<file path="src/input_port_pkg.sv">
// constants and types shared by the converter input port modules
// assumes a single processing clock and word-wide register access
package input_port_pkg;

   // ******************************
   // sample path widths
   // ******************************
   localparam int MANT_W = 16;
   localparam int EXP_W  = 3;
   localparam int FRAC_W = 7;
   localparam int WORD_W = MANT_W + FRAC_W;

   // ******************************
   // register indices, byte address is four times the index
   // ******************************
   localparam int          IDX_W     = 10;
   localparam logic [9:0]  IDX_MODE  = 10'h300;
   localparam logic [9:0]  IDX_CTRL  = 10'h301;
   localparam logic [9:0]  IDX_STAT  = 10'h302;
   localparam logic [9:0]  IDX_SCALE = 10'h305;

   // ******************************
   // field positions
   // ******************************
   localparam int MODE_LSB   = 0;
   localparam int SOFT_BIT   = 0;
   localparam int RATIO_LSB  = 4;
   localparam int FLIP_BIT   = 4;
   localparam int BIAS_LSB   = 5;
   localparam int RERR_BIT   = 16;
   localparam int STROBE_BIT = 17;

   // ******************************
   // values after reset and fixed figures
   // ******************************
   localparam logic [3:0]       RATIO_RST    = 4'h2;
   localparam logic [3:0]       RATIO_CPLX   = 4'h2;
   localparam logic [EXP_W-1:0] BIAS_RST     = 3'h0;
   localparam logic [EXP_W-1:0] EXP_TOP      = 3'h7;
   localparam logic [15:0]      COUNT_RST    = 16'h0000;

   typedef enum logic [1:0] {
      MODE_SINGLE_REAL,
      MODE_DIVERSITY,
      MODE_COMPLEX
   } input_mode_e;

endpackage : input_port_pkg

</file>
<file path="src/sample_if.sv">
// signals between the input port core, the scaler and the qualifier
// assumes all three parts run on the same clock
`timescale 1ns/100ps
interface sample_if;
   import input_port_pkg::*;
   logic [MANT_W-1:0] mant;
   logic [EXP_W-1:0]  exponent;
   logic              strobe;
   logic [EXP_W-1:0]  bias;
   logic              flip;
   input_mode_e       mode;
   logic              soft_clr;
   logic [WORD_W-1:0] word;
   logic              valid;
   logic              chan_b;
   logic              phase_q;
   modport core  (output mant, exponent, strobe, bias, flip, mode, soft_clr,
                  input word, valid, chan_b, phase_q);
   modport scale (input mant, exponent, bias, flip, output word);
   modport qual  (input strobe, mode, soft_clr,
                  output valid, chan_b, phase_q);
endinterface : sample_if

</file>
<file path="src/adc_input_port.sv">
// converter input port: sampling, gain scaling, strobe qualification,
// complex pairing and first decimator sequencing, with an AHB-Lite slave
// assumes one clock MCLK, inputs synchronous to it, a single bus slave
//
// What this block does
// - flip clear: shift right by code plus bias
// - flip set: shift right by seven minus code plus bias
// - flip set, bias zero: code five shifts two
// - flip set, bias six: code five unshifted
// - single real: strobe high enables capture
// - diversity: strobe high channel A, low B
// - two-phase: only first sample after transition
// - complex: high in-phase, low quadrature, paired
// - in-phase cycle: load, only first integrator
// - quadrature cycle: complete sums, later stages run
// - inputs sampled on rising processing clock edge
// - mantissa two's complement, code unsigned
// - bias bits seven to five, flip bit four
// - input mode from mode control register
//
// Design decisions made here: the AHB-Lite interface to the registers and the address map.
`timescale 1ns/100ps
module adc_input_port
   import input_port_pkg::*;
(
   input  wire logic                MCLK,
   input  wire logic                RST,
   input  wire logic                HSEL,
   input  wire logic [31:0]         HADDR,
   input  wire logic [1:0]          HTRANS,
   input  wire logic                HWRITE,
   input  wire logic [2:0]          HSIZE,
   input  wire logic [31:0]         HWDATA,
   input  wire logic                HREADY,
   output logic      [31:0]         HRDATA,
   output logic                     HREADYOUT,
   output logic                     HRESP,
   input  wire logic [MANT_W-1:0]   MANTISSA,
   input  wire logic [EXP_W-1:0]    GAIN_RANGE_CODE,
   input  wire logic                CHAN_SEL,
   output logic      [WORD_W-1:0]   SAMPLE_WORD,
   output logic                     SAMPLE_VALID,
   output logic                     SAMPLE_CHAN_B,
   output logic                     SAMPLE_PHASE_Q,
   output logic      [WORD_W-1:0]   PAIRED_I_WORD,
   output logic                     FIRST_INTEG_EN,
   output logic                     LATER_STAGES_EN,
   output logic                     MIX_SWAP,
   output logic                     I_PATH_SUBTRACT,
   output logic                     RATIO_ERROR
);

   // ******************************
   // state
   // ******************************
   typedef struct packed {
      logic [MANT_W-1:0] in_mant;
      logic [EXP_W-1:0]  in_exp;
      logic              in_ab;
      logic              ph_act;
      logic              ph_write;
      logic [IDX_W-1:0]  ph_idx;
      logic [31:0]       rdata;
      input_mode_e       mode;
      logic [EXP_W-1:0]  bias;
      logic              flip;
      logic [3:0]        ratio;
      logic              soft_clr;
      logic [15:0]       count;
      logic [WORD_W-1:0] out_word;
      logic [WORD_W-1:0] pair_word;
      logic              pair_ok;
      logic              out_valid;
      logic              out_chan_b;
      logic              out_phase_q;
      logic              integ1_en;
      logic              later_en;
      logic              mix_swap;
      logic              i_sub;
   } core_s;

   core_s            st_reg;
   core_s            st_next;
   sample_if         sif ();
   logic             addr_take;
   logic             ratio_bad;
   logic             is_cplx;

   // ******************************
   // parts
   // ******************************
   gain_scaler u_scaler
   (
      .clk (MCLK),
      .rst (RST),
      .sif (sif.scale)
   );

   strobe_qualifier u_qual
   (
      .clk (MCLK),
      .rst (RST),
      .sif (sif.qual)
   );

   // ******************************
   // staged inputs and settings toward the parts
   // ******************************
   // mantissa is carried as a signed word, code as an unsigned count
   assign sif.mant     = st_reg.in_mant;
   assign sif.exponent = st_reg.in_exp;
   assign sif.strobe   = st_reg.in_ab;
   assign sif.bias     = st_reg.bias;
   assign sif.flip     = st_reg.flip;
   assign sif.mode     = st_reg.mode;
   assign sif.soft_clr = st_reg.soft_clr;

   assign addr_take = HSEL & HTRANS[1] & HREADY;
   assign is_cplx   = st_reg.mode == MODE_COMPLEX;
   // complex pairing only lines up when the first decimator halves
   assign ratio_bad = is_cplx & (st_reg.ratio != RATIO_CPLX);

   // ******************************
   // next state
   // ******************************
   always_comb
   begin
      st_next = st_reg;

      // inputs latched on every rising edge
      st_next.in_mant = MANTISSA;
      st_next.in_exp  = GAIN_RANGE_CODE;
      st_next.in_ab   = CHAN_SEL;

      // soft clear lasts one cycle
      st_next.soft_clr = 1'b0;

      // bus data phase: a write lands at the end of it
      if (st_reg.ph_act & st_reg.ph_write)
      begin
         case (st_reg.ph_idx)
            IDX_MODE:
            begin
               if (HWDATA[MODE_LSB+1:MODE_LSB] != 2'b11)
                  st_next.mode =
                     input_mode_e'(HWDATA[MODE_LSB+1:MODE_LSB]);
            end
            IDX_SCALE:
            begin
               st_next.bias = HWDATA[BIAS_LSB+EXP_W-1:BIAS_LSB];
               st_next.flip = HWDATA[FLIP_BIT];
            end
            IDX_CTRL:
            begin
               st_next.soft_clr = HWDATA[SOFT_BIT];
               st_next.ratio    = HWDATA[RATIO_LSB+3:RATIO_LSB];
            end
            default:
            begin
               st_next.soft_clr = 1'b0;
            end
         endcase
      end

      // bus address phase: read data is prepared for the data phase
      st_next.ph_act   = addr_take;
      st_next.ph_write = HWRITE;
      st_next.ph_idx   = HADDR[IDX_W+1:2];
      st_next.rdata    = '0;
      if (addr_take & ~HWRITE)
      begin
         case (HADDR[IDX_W+1:2])
            IDX_MODE:
               st_next.rdata[MODE_LSB+1:MODE_LSB] = st_reg.mode;
            IDX_SCALE:
            begin
               st_next.rdata[BIAS_LSB+EXP_W-1:BIAS_LSB] = st_reg.bias;
               st_next.rdata[FLIP_BIT] = st_reg.flip;
            end
            IDX_CTRL:
               st_next.rdata[RATIO_LSB+3:RATIO_LSB] = st_reg.ratio;
            IDX_STAT:
            begin
               st_next.rdata[15:0]       = st_reg.count;
               st_next.rdata[RERR_BIT]   = ratio_bad;
               st_next.rdata[STROBE_BIT] = st_reg.in_ab;
            end
            default:
               st_next.rdata = '0;
         endcase
      end

      // qualified sample stage
      st_next.out_word    = sif.word;
      st_next.out_valid   = sif.valid;
      st_next.out_chan_b  = sif.chan_b;
      st_next.out_phase_q = sif.phase_q;
      st_next.integ1_en   = 1'b0;
      st_next.later_en    = 1'b0;
      st_next.mix_swap    = 1'b0;
      st_next.i_sub       = 1'b0;

      if (sif.valid)
      begin
         st_next.count = st_reg.count + 16'h0001;
         if (is_cplx)
         begin
            if (!sif.phase_q)
            begin
               // in-phase word: cos to I, sin to Q, first integrator only
               st_next.pair_word = sif.word;
               st_next.pair_ok   = 1'b1;
               st_next.integ1_en = 1'b1;
            end
            else
            begin
               // quadrature word closes the complex product
               st_next.integ1_en = 1'b1;
               st_next.mix_swap  = 1'b1;
               st_next.i_sub     = 1'b1;
               st_next.later_en  = st_reg.pair_ok;
               st_next.pair_ok   = 1'b0;
            end
         end
         else
         begin
            st_next.integ1_en = 1'b1;
            st_next.later_en  = 1'b1;
         end
      end

      // leaving complex mode drops a half-built pair
      if (!is_cplx)
         st_next.pair_ok = 1'b0;

      if (st_reg.soft_clr)
      begin
         st_next.pair_ok = 1'b0;
         st_next.count   = COUNT_RST;
      end
   end

   // ******************************
   // registers
   // ******************************
   always_ff @(posedge MCLK)
   begin
      if (RST)
      begin
         st_reg       <= '0;
         st_reg.mode  <= MODE_SINGLE_REAL;
         st_reg.bias  <= BIAS_RST;
         st_reg.ratio <= RATIO_RST;
         st_reg.count <= COUNT_RST;
      end
      else
      begin
         st_reg <= st_next;
      end
   end

   // ******************************
   // outputs
   // ******************************
   assign HRDATA          = st_reg.rdata;
   assign HREADYOUT       = 1'b1;
   assign HRESP           = 1'b0;
   assign SAMPLE_WORD     = st_reg.out_word;
   assign SAMPLE_VALID    = st_reg.out_valid;
   assign SAMPLE_CHAN_B   = st_reg.out_chan_b;
   assign SAMPLE_PHASE_Q  = st_reg.out_phase_q;
   assign PAIRED_I_WORD   = st_reg.pair_word;
   assign FIRST_INTEG_EN  = st_reg.integ1_en;
   assign LATER_STAGES_EN = st_reg.later_en;
   assign MIX_SWAP        = st_reg.mix_swap;
   assign I_PATH_SUBTRACT = st_reg.i_sub;
   assign RATIO_ERROR     = ratio_bad;

endmodule : adc_input_port

</file>
<file path="src/gain_scaler.sv">
// arithmetic downshift of the mantissa by the biased gain code
// assumes staged mantissa and code, one cycle to a registered word
`timescale 1ns/100ps
module gain_scaler
   import input_port_pkg::*;
(
   input  wire logic clk,
   input  wire logic rst,
   sample_if.scale   sif
);
   typedef struct packed {
      logic [WORD_W-1:0] word;
   } scale_s;

   scale_s           st_reg;
   scale_s           st_next;
   logic [EXP_W-1:0] shamt;

   always_comb
   begin
      st_next = st_reg;
      // three-bit sums wrap, which is the modulo-8 of the shift count
      if (sif.flip)
         shamt = EXP_TOP - sif.exponent + sif.bias;
      else
         shamt = sif.exponent + sif.bias;
      // sign kept, shifted-out bits kept as fraction below the mantissa
      st_next.word = $signed({sif.mant, {FRAC_W{1'b0}}}) >>> shamt;
   end

   always_ff @(posedge clk)
   begin
      if (rst)
         st_reg <= '0;
      else
         st_reg <= st_next;
   end

   assign sif.word = st_reg.word;
endmodule : gain_scaler

</file>
<file path="src/strobe_qualifier.sv">
// turns the channel select strobe into qualified sample events
// assumes the strobe was registered once on the processing clock
`timescale 1ns/100ps
module strobe_qualifier
   import input_port_pkg::*;
(
   input  wire logic clk,
   input  wire logic rst,
   sample_if.qual    sif
);
   typedef struct packed {
      logic prev;
      logic valid;
      logic chan_b;
      logic phase_q;
   } qual_s;

   qual_s st_reg;
   qual_s st_next;

   always_comb
   begin
      st_next = st_reg;
      st_next.prev = sif.strobe;
      if (sif.mode == MODE_SINGLE_REAL)
      begin
         st_next.valid   = sif.strobe;
         st_next.chan_b  = 1'b0;
         st_next.phase_q = 1'b0;
      end
      else
      begin
         // a level held over several edges is no new sample
         st_next.valid   = sif.strobe != st_reg.prev;
         st_next.chan_b  = (sif.mode == MODE_DIVERSITY) & ~sif.strobe;
         st_next.phase_q = (sif.mode == MODE_COMPLEX) & ~sif.strobe;
      end
      if (sif.soft_clr)
         st_next = '0;
   end

   always_ff @(posedge clk)
   begin
      if (rst)
         st_reg <= '0;
      else
         st_reg <= st_next;
   end

   assign sif.valid   = st_reg.valid;
   assign sif.chan_b  = st_reg.chan_b;
   assign sif.phase_q = st_reg.phase_q;
endmodule : strobe_qualifier
</file>
<file path="config.mk">
export PLATFORM = sky130hd
export DESIGN_NAME = adc_input_port
export DESIGN_NICKNAME = d
export VERILOG_FILES = /design/src/input_port_pkg.sv /design/src/sample_if.sv /design/src/adc_input_port.sv /design/src/gain_scaler.sv /design/src/strobe_qualifier.sv
export SDC_FILE = /design/constraint.sdc
export NUM_CORES = 1
export LEC_CHECK = 0
export ABC_AREA = 1
export CAP_MARGIN = 20
export CORE_MARGIN = 2
export CORE_UTILIZATION = 32
export CTS_CLUSTER_DIAMETER = 120
export DETAILED_ROUTE_END_ITERATION = 10
export DONT_BUFFER_PORTS = 1
export HOLD_SLACK_MARGIN = 0.15
export PLACE_DENSITY = 0.55
export SYNTH_ARGS = -nofsm -noshare
export SYNTH_HDL_FRONTEND = slang
export SYNTH_HIERARCHICAL = 1
export SYNTH_SLANG_ARGS = --single-unit
</file>
<file path="constraint.sdc">
create_clock -name MCLK -period 3.55 [get_ports MCLK]
set_input_delay 0.355 -clock MCLK [delete_from_list [all_inputs] [get_ports MCLK]]
set_output_delay 0.355 -clock MCLK [all_outputs]
set_load 0.01 [all_outputs]
</file>
==> results of run 1 <==
final cells by class:
type                       count  area [um^2]  share of cell area
clock inverter                15          153              0.0205
tap                          275          344              0.0461
timing repair buffer          39          408              0.0547
multi-input combinational    514         2510               0.336
inverter                     128          482              0.0645
sequential                   157         3140               0.421
clock buffer                  17          425              0.0570
report_power, final:
group,leakage [uW],internal [uW],switching [uW],total (uW)
combinational,0.00170,81.1,146,227
clock,0.000279,936,826,1760
sequential,0.00128,1810,26.2,1830
metrics by stage:
stage          total power (uW)  hold slack, ns
2_1_floorplan              2050           0.388
3_3_place_gp               2050           0.407
3_5_place_dp               2050           0.410
4_1_cts                    3880           0.161
5_1_grt                    4000           0.172
6_report                   3820           0.176
layer usage:
layer,share of wire,GRT usage,vias to the layer above
met3,0.054,0.0330,11
met1,0.51,0.192,2158
met4,0.011,0.0396,0
li1,-,-,2591
met2,0.42,0.193,128
met5,0,0,-
synth_stat cells, drive strengths merged:
| cell type | n | share of area |
|---|---|---|
| inv | 127 | 0.069 |
| a211oi | 1 | 0.0011 |
| conb | 2 | 0.0011 |
| a21oi | 45 | 0.033 |
| nand4 | 12 | 0.011 |
| clkinv | 1 | 0.00073 |
| nor2 | 137 | 0.098 |
| xor2 | 1 | 0.0013 |
| nand3b | 5 | 0.0055 |
| dfxtp | 157 | 0.46 |
| o21ai | 32 | 0.025 |
| nor3 | 12 | 0.011 |
| clkbuf | 9 | 0.0049 |
| and2 | 5 | 0.0046 |
| buf | 98 | 0.11 |
| ha | 3 | 0.0055 |
| nand2 | 165 | 0.092 |
| nor4 | 1 | 0.00091 |
| fa | 2 | 0.0058 |
| nand3 | 77 | 0.061 |
path summary, 6_finish.rpt:
| check | start | end | slack [ns] | depth (start not counted) |
|---|---|---|---|---|
| setup reg to reg | sif.bias[0] | u_scaler/sif.word[12] | 1.34 | 8 |
| hold / removal | HWDATA[1] | sif.mode[1] | 0.18 | 3 |
| hold reg to reg | u_qual/sif.chan_b | SAMPLE_CHAN_B | 0.41 | 2 |
| setup / recovery | sif.bias[0] | u_scaler/sif.word[12] | 1.34 | 8 |
cells in the final DEF (no fill, tap or decap), types with 3 or more instances in the layout:
master         instances
nand3b_1               5
conb_1                16
inv_8                  5
nand4_1               12
inv_2                 13
and2_1                 5
nor3_1                10
inv_1                114
o21ai_1               19
nand2_1              159
clkinv_4               3
dfxtp_1              157
clkbuf_16             17
nand2_2                6
nand3_1               73
a21oi_1               45
nor2_4                15
nor2_1               113
o21ai_0               12
ha_1                   3
dlygate4sd3_1         38
nor2_2                 7
logic make-up after synthesis:
group                      count (synthesis)  synth area share
other                                      2           0.00109
and+or+nand+nor                          414             0.285
xor gates and xnor gates                   1           0.00127
buffers and inverters                    235             0.185
DFF                                      157             0.457
adders and majority gates                  5            0.0113
AOI/OAI and AO/OA                         78            0.0588
what timing repair did:
item | CTS | global route
resized for setup | 0 | 0
hold endpoints to repair | 76 | 0
hold buffers | 39 | 0
buffers inserted | 0 | 0
critical path, stage by stage (launching register included):
cell     delay (ns)
dfxtp_1        0.41
ha_1           0.19
fa_1           0.45
o21ai_4        0.43
inv_2          0.24
nand3_1        0.14
nand2_1        0.10
nand2_1        0.08
nand2_1        0.06
==> impl_results.md, run 1 <==
- Clock slew at reported path FFs: 0.07 ns
- DIE AREA: 22700 um^2
- Cell Area, Placed: 6480 um^2
- Fin crit period: 2.21 ns
- CTS buffer count: 17
- Post-route antenna net violation count: 0
- Clk root buf: clkbuf_16
- CP endpoint kind: flop
- Number of global-route vias before repair: 4559
- Vias per cell: 4.27
- Final worst setup slack: 1.34 ns
- Setup TNS: 0 ns
- RSZ-0062 raised after global routing: no
- Die W: 151 um
- First-pass GRT wire length: 23.5 mm
- Core area: 21000 um^2
- WS Path Type: flop to flop
- Buffers on Ports: 0
- Post-Syn Area per Cell: 7.71 um^2
- Hold Crit Class: input port to flop
- Cells after Synth: 892
- CTS tree: done
- Yosys warnings: 6
- Outcome: finished, final reports clean
- Initial antenna violation count: 0
- Residual DRC: 0
- Post-layout nets: 956
- Starting DRC count in detailed routing: 277
- Fin area: 7460 um^2
- Post-place setup slack: 1.35 ns
- Non-filler cells, final: 1145
- WL/cell: 12.4 um
- Drt total wl: 14.3 mm
- Fin. max-slew vios: 0
- CP Data Required Time: 3.87 ns
- Sink Count: 157
- LEAKAGE: 0.00325 uW
- Pre-antenna DRT Iters: 5
- Tcrit/Tclk final: 0.623
- RD Place Congestion: 0.796
- Dpl cells: 1074
- Insertion delay to the later sink of the worst-skew pair: 0.42 ns
- Netlist cell types: 34
- Layout cells sized above 1: 0.0966
- Initial Util: 0.327
- Slew Limit Headroom: 0.464
- Largest net degree at the start of global routing: 64
- Endpoints failing setup: 0
- H-Tree Depth: 4
- Post-synthesis sequential area ratio: 0.457
- Area Growth Syn to Fin: 8.57%
- Overflow after GRT: 0
- CP Max Fanout: 19
- Max Clock Skew: 0.00867 ns
- Final Hold Viols: 0
- Post-layout util: 0.355
- DP HPWL: 10.2 mm
- Longest Clk Path Bufs: 2
- Worst slew pin tran: 0.801 ns
- GRT Resource Usage Total: 0.133
- Vias: 4888
- Maximum vdd ir drop: 0.000235 V
- Worst setup SP type: flop
- Diode count: 0
- Power density over cell area: 512 nW/um^2
- Max Cap Viol: 0
- Register bit total from synthesis: 157
- Io pins: 182
- FILL cells: 2242
- Worst Path Arrival: 2.53 ns
- Cell Area, Synth: 6870 um^2
- Die height: 151 um
- Achievable Freq: 452 MHz
- Max reg flops: 33
- Row count: 53
Note: power is estimated with default switching activity, not from simulation.
==> run 2, diff against run 1 <==
--- a/config.mk
+++ b/config.mk
@@ -13,7 +13,7 @@
 export DETAILED_ROUTE_END_ITERATION = 10
 export DONT_BUFFER_PORTS = 1
 export HOLD_SLACK_MARGIN = 0.15
-export PLACE_DENSITY = 0.55
+export PLACE_DENSITY = 0.56
 export SYNTH_ARGS = -nofsm -noshare
 export SYNTH_HDL_FRONTEND = slang
 export SYNTH_HIERARCHICAL = 1
==> constraint.sdc (replaced) <==
create_clock -name MCLK -period 2 [get_ports MCLK]
set_input_delay 0.2 -clock MCLK [delete_from_list [all_inputs] [get_ports MCLK]]
set_output_delay 0.2 -clock MCLK [all_outputs]
set_load 0.01 [all_outputs]
==> run 2 against run 1 <==
  * Via count is 2.2% higher
  * Largest cell class unchanged
  * Fmax up 21%
  * Non-clock buffer count increased by 16
  * Setup slack got worse by 1.2 ns
  * Critical path depth up 3
==> impl_results.md, run 2 (same netlist as run 1, synthesis figures left out) <==
- Outcome: finished, final reports clean
- Buf/Inv on CP: 3 (+2)
- Row count: 53 (unchanged)
- Sink Count: 157 (unchanged)
- Die height: 151 um (unchanged)
- Slew Limit Headroom: 0.526 (+0.0620)
- DR WL met2: 5.91 mm (-2.0%)
- Clock slew at reported path FFs: 0.07 ns (about the same)
- CP Data Required Time: 2.31 ns (-1.56 ns)
- Number of global-route vias before repair: 4559 (unchanged)
- Stages on the worst setup path: 11 (+3)
- Fin. max-slew vios: 0 (unchanged)
- Initial antenna violation count: 0 (unchanged)
- Design Power: 6900 uW (+80%)
- Overflow after GRT: 0 (unchanged)
- Routed wl met3: 929 um (+20%)
- FF-to-FF path depth: 11 (+3)
- Max Cap Viol: 0 (unchanged)
- R2r setup slk: 0.17 ns (-1.17 ns)
- Initial Util: 0.327 (unchanged)
- Core area: 21000 um^2 (unchanged)
- Vias per cell: 4.30 (+0.78%)
- Longest Clk Path Bufs: 2 (unchanged)
- Max Clock Skew: 0.00918 ns (+0.000514 ns)
- GRT Resource Usage Total: 0.133 (+0.000180)
- WHS: 0.169 ns (-0.00657 ns)
- Post-layout nets: 972 (+1.7%)
- Crit path cell chain: inv_1 > ha_1 > inv_1 > fa_1 > nand2_1 > o21ai_4 > buf_4 > nand3_1 > nand2_1 > nand2_1 > nand2_1
- Pre-antenna DRT Iters: 5 (unchanged)
- Endpoints failing setup: 0 (unchanged)
- RSZ-0062 raised after global routing: no
- Max reg flops: 33 (unchanged)
- Area Growth Syn to Fin: 11.3%
- FILL cells: 2159 (-3.7%)
- LEAKAGE: 0.00336 uW (+3.1%)
- Reg2reg start: sif.exponent[0]
- WL/cell: 12.3 um (-0.95%)
- Insertion delay to the later sink of the worst-skew pair: 0.43 ns (about the same)
- Achievable Freq: 546 MHz (+21%)
- Most used cell, CP: nand2_1
- Diode count: 0 (unchanged)
- Slowest stage cell, crit path: fa_1
- CP endpoint kind: flop
- Post-route antenna net violation count: 0 (unchanged)
- Multi-input gate area: 2510 um^2 (unchanged)
- DIE AREA: 22700 um^2 (unchanged)
- WS Path Type: flop to flop
- CTS tree: done
- RD Place Congestion: 0.822 (+3.3%)
- First-pass GRT wire length: 23.3 mm (-0.88%)
- H-Tree Depth: 4 (unchanged)
- Io pins: 182 (unchanged)
- Highest Signal Layer: met4
- Commonest non-fill, non-tap cell in the layout: nand2_1
- CTS buffer count: 17 (unchanged)
- Hold Crit Class: input port to flop
- Fin crit period: 1.83 ns (-0.379 ns)
- Tcrit/Tclk final: 0.916 (+0.293)
- Buffers on Ports: 0 (unchanged)
- CP Max Fanout: 10 (-9)
- Residual DRC: 0 (unchanged)
- Reg2reg end: u_scaler/sif.word[14]
- Power density over cell area: 901 nW/um^2 (+76%)
- Worst slew pin tran: 0.705 ns (-0.0966 ns)
- Commonest cells after routing, fill and taps aside: 159 x nand2_1, 156 x dfxtp_1, 114 x inv_1
- Largest net degree at the start of global routing: 68 (+6.3%)
- Maximum vdd ir drop: 0.000469 V (+100%)
- Clk root buf: clkbuf_16
- Crit path to: u_scaler/sif.word[14]
- Vias: 4995 (+2.2%)
- Worst setup SP type: flop
- Final Hold Viols: 0 (unchanged)
- Worst setup startpoint: sif.exponent[0]
- CP peak stage delay: 0.40 ns (-0.05 ns)
- FF/Latch Area: 3140 um^2 (about the same)
- Kind of cell adding the most delay to the critical path: adder cells
- Wl on met1: 7.29 mm (about the same)
- Layout cells sized above 1: 0.108 (+0.0118)
- Drt total wl: 14.3 mm (+0.44%)
- Die W: 151 um (unchanged)
- DP HPWL: 10.4 mm (+2.0%)
- Setup TNS: 0 ns (unchanged)
- Starting DRC count in detailed routing: 178 (-36%)
- Worst Path Arrival: 2.15 ns (-0.38 ns)
-- run 2: what timing repair did --
item,in CTS,in global routing
setup endpoints to repair,0,4
hold buffers,44,0
setup buffers,0,0
hold endpoints to repair,132,0
gates resized for setup,0,2
-- run 2: worst min-delay path, stage by stage --
cell,delay [ns]
nand2_1,0.14
nor3_4,0.09
nand2_1,0.08
a21oi_1,0.04
-- run 2: how the worst min path moves through the flow --
stage	end	slack (ns)	startpoint	depth (start not counted)
final	HRDATA[1]	0.17	HSEL	4
after global routing	HRDATA[1]	0.18	HSEL	4
after CTS	HRDATA[1]	0.16	HSEL	4
after detailed placement	FIRST_INTEG_EN	0.28	RST	1
after global placement	FIRST_INTEG_EN	0.28	RST	1
after floorplan	u_scaler/sif.word[22]	0.27	RST	1
-- run 2: stage by stage --
stage           util  cell area [um^2]  instances  setup WS (ns)
6_report       0.364              7650       1161          0.167
3_5_place_dp   0.314              6600       1085          0.119
2_1_floorplan      -              6930        906          0.229
4_1_cts        0.364              7650       1161          0.103
3_3_place_gp   0.314              6600       1085          0.135
5_1_grt        0.364              7650       1161        0.00790
-- run 2: cell type report --
class,count,area share
well taps,275,0.0450
flip-flops and latches,157,0.411
clock inverters,15,0.0219
clock buffers,17,0.0556
repair buffers,55,0.0755
multi-input cells,514,0.328
inverters,128,0.0633
-- run 2: metal layers --
layer,track usage,vias to the layer above
met1,0.194,2209
met2,0.186,146
met5,0,-
met4,0.0453,0
li1,-,2628
met3,0.0364,12
-- run 2: where the power goes --
part	internal (uW)	total [uW]	switching (uW)
registers	3210	3250	43.4
logic	164	433	269
clock network	1680	3210	1530
==> run 3, diff against run 2 <==
==> constraint.sdc (replaced) <==
create_clock -name MCLK -period 2 [get_ports MCLK]
set_input_delay 0.1 -clock MCLK [delete_from_list [all_inputs] [get_ports MCLK]]
set_output_delay 0.1 -clock MCLK [all_outputs]
set_load 0.01 [all_outputs]
==> run 3 against run 2 <==
  * Sequential share of layout area decreased by 0.38 points
  * Clock power rose by 7.5%
  * Clock skew increased by 0.011 ns
  * Power is 3.6% higher
  * Clock-buffer cell count unchanged
  * Utilization increased by 0.33 points
  * Combinational power about the same
  * First-iteration DRC count increased by 61%
  * Setup slack better by 0.0057 ns
  * Wire length increased by 1.6%
  * Critical path depth is the same
  * Sequential power about the same
  * Critical endpoint is now u_scaler/sif.word[6]
  * Largest cell class unchanged
==> impl_results.md, run 3 (same netlist as run 1, synthesis figures left out) <==
- DIE AREA: 22700 um^2 (unchanged)
- Post-layout nets: 976 (+0.41%)
- Sequential share of power: 0.456 (-0.016)
- Achievable Freq: 547 MHz (+0.31%)
- Tcrit/Tclk final: 0.914 (-0.00283)
- LEAKAGE: 0.00340 uW (+1.3%)
- Worst setup SP type: flop
- Setup TNS: 0 ns (unchanged)
- GRT Resource Usage Total: 0.134 (+0.00135)
- Max reg flops: 33 (unchanged)
- Die height: 151 um (unchanged)
- Pre-antenna DRT Iters: 4 (-1)
- Commonest cells after routing, fill and taps aside: 159 x nand2_1, 157 x dfxtp_1, 114 x inv_1
- Max Clock Skew: 0.0204 ns (+0.0112 ns)
- Largest net degree at the start of global routing: 68 (unchanged)
- Worst slew pin tran: 0.645 ns (-0.0600 ns)
- First-pass GRT wire length: 23.5 mm (+0.77%)
- Fin area: 7720 um^2 (+0.90%)
- Worst Path Arrival: 2.14 ns (about the same)
- Clock share of power: 0.483 (+0.018)
- Final Hold Viols: 0 (unchanged)
- Post-route antenna net violation count: 0 (unchanged)
- CTS buffer count: 17 (unchanged)
- Core area: 21000 um^2 (unchanged)
- Longest Clk Path Bufs: 2 (unchanged)
- Maximum vdd ir drop: 0.000437 V (-6.8%)
- Routed wl met3: 780 um (-16%)
- Outcome: finished, final reports clean
- WHS: 0.196 ns (+0.0273 ns)
- Buffers on Ports: 0 (unchanged)
- Final worst setup slack: 0.173 ns (+0.00567 ns)
- Residual DRC: 0 (unchanged)
- Highest Signal Layer: met4
- CP Max Fanout: 9 (-1)
- Wl on met1: 7.38 mm (+1.2%)
- Commonest non-fill, non-tap cell in the layout: nand2_1
- Number of global-route vias before repair: 4638 (+1.7%)
- WL/cell: 12.5 um (+1.3%)
- H-Tree Depth: 4 (unchanged)
- Insertion delay to the later sink of the worst-skew pair: 0.43 ns (about the same)
- Drt total wl: 14.6 mm (+1.6%)
- CP Data Required Time: 2.32 ns (about the same)
- Cell-internal power: 5390 uW (+6.6%)
- Overflow after GRT: 0 (unchanged)
- DP HPWL: 10.5 mm (+1.1%)
- Psw: 1750 uW (-4.7%)
- Hold Crit Class: input port to flop
- Row count: 53 (unchanged)
- Slew Limit Headroom: 0.566 (+0.0404)
- Layout cells sized above 1: 0.111 (+0.00288)
- Die W: 151 um (unchanged)
- Max Cap Viol: 0 (unchanged)
- Io pins: 182 (unchanged)
- Logic gate share of total power: 0.061 (-0.002)
- Diode count: 0 (unchanged)
- Vias: 5032 (+0.74%)
- CP endpoint kind: flop
- Area Growth Syn to Fin: 12.3%
- RD Place Congestion: 0.831 (+1.1%)
- Power density over cell area: 925 nW/um^2 (+2.6%)
- Fin crit period: 1.83 ns (-0.00567 ns)
- Clk root buf: clkbuf_16
- WS Path Type: flop to flop
- Initial Util: 0.327 (unchanged)
- Vias per cell: 4.32 (+0.39%)
- Initial antenna violation count: 0 (unchanged)
- Clock slew at reported path FFs: 0.07 ns (about the same)
- Endpoints failing setup: 0 (unchanged)
- Sink Count: 157 (unchanged)
- DR WL met2: 6.15 mm (+4.0%)
- Post-place setup slack: 0.163 ns (+0.0440 ns)
- Starting DRC count in detailed routing: 287 (+61%)
- Post-layout util: 0.367 (+0.00327)
- Switching part of the total: 0.245 (-0.0214)
- Cell Area, Placed: 6610 um^2 (+0.11%)
- CTS tree: done
- RSZ-0062 raised after global routing: no
- Fin. max-slew vios: 0 (unchanged)
-- run 3: worst max-delay path, stage by stage, from the launching register on --
cell and delay (ns):
dfxtp_1 0.33, inv_1 0.05, ha_1 0.18, inv_1 0.06, fa_1 0.40, nand2_1 0.11, o21ai_4 0.08, buf_4 0.18
nand3_1 0.08, nand2_1 0.10, nand2_1 0.08, nand2_1 0.06
-- run 3: stage by stage --
step / total power (uW) / std cells
4_1_cts: 7260 / 1162
6_report: 7140 / 1165
2_1_floorplan: 3640 / 906
3_3_place_gp: 3660 / 1086
3_5_place_dp: 3660 / 1086
5_1_grt: 7450 / 1165
-- run 3: timing repair --
action	CTS	global route
endpoints found under the setup margin	0	14
endpoints found under the hold margin	134	0
hold buffers	44	0
resized for setup	0	1
buffers inserted	0	3
-- run 3: power by group through the flow --
stage,logic [uW],registers (uW),clock network (uW)
after floorplan,331,3300,0
after global placement,328,3330,0
after detailed placement,329,3330,0
after CTS,437,3260,3570
after global routing,495,3260,3690
final,435,3260,3450
-- run 3: layout make-up --
| type | instances | area (um^2) |
|---|---|---|
| fillers | 2165 | 13300 |
| flip-flops and latches | 157 | 3140 |
| clock buffers | 17 | 425 |
| clock inverters | 15 | 195 |
| multi-input cells | 514 | 2510 |
| well taps | 275 | 344 |
| repair buffers | 59 | 621 |
| inverters | 128 | 484 |
-- run 3: final timing paths --
check	slack, ns	cells after the start	to	startpoint
max reg2reg	0.17	11	u_scaler/sif.word[6]	sif.exponent[0]
min reg2reg	0.40	2	SAMPLE_CHAN_B	u_qual/sif.chan_b
max	0.17	11	u_scaler/sif.word[6]	sif.exponent[0]
min	0.20	6	HRDATA[0]	HADDR[11]
-- run 3: per-layer routing --
metal	vias up	global-route usage
li1	2633	-
met1	2255	0.189
met2	128	0.196
met3	16	0.0297
met4	0	0.0575
met5	-	0
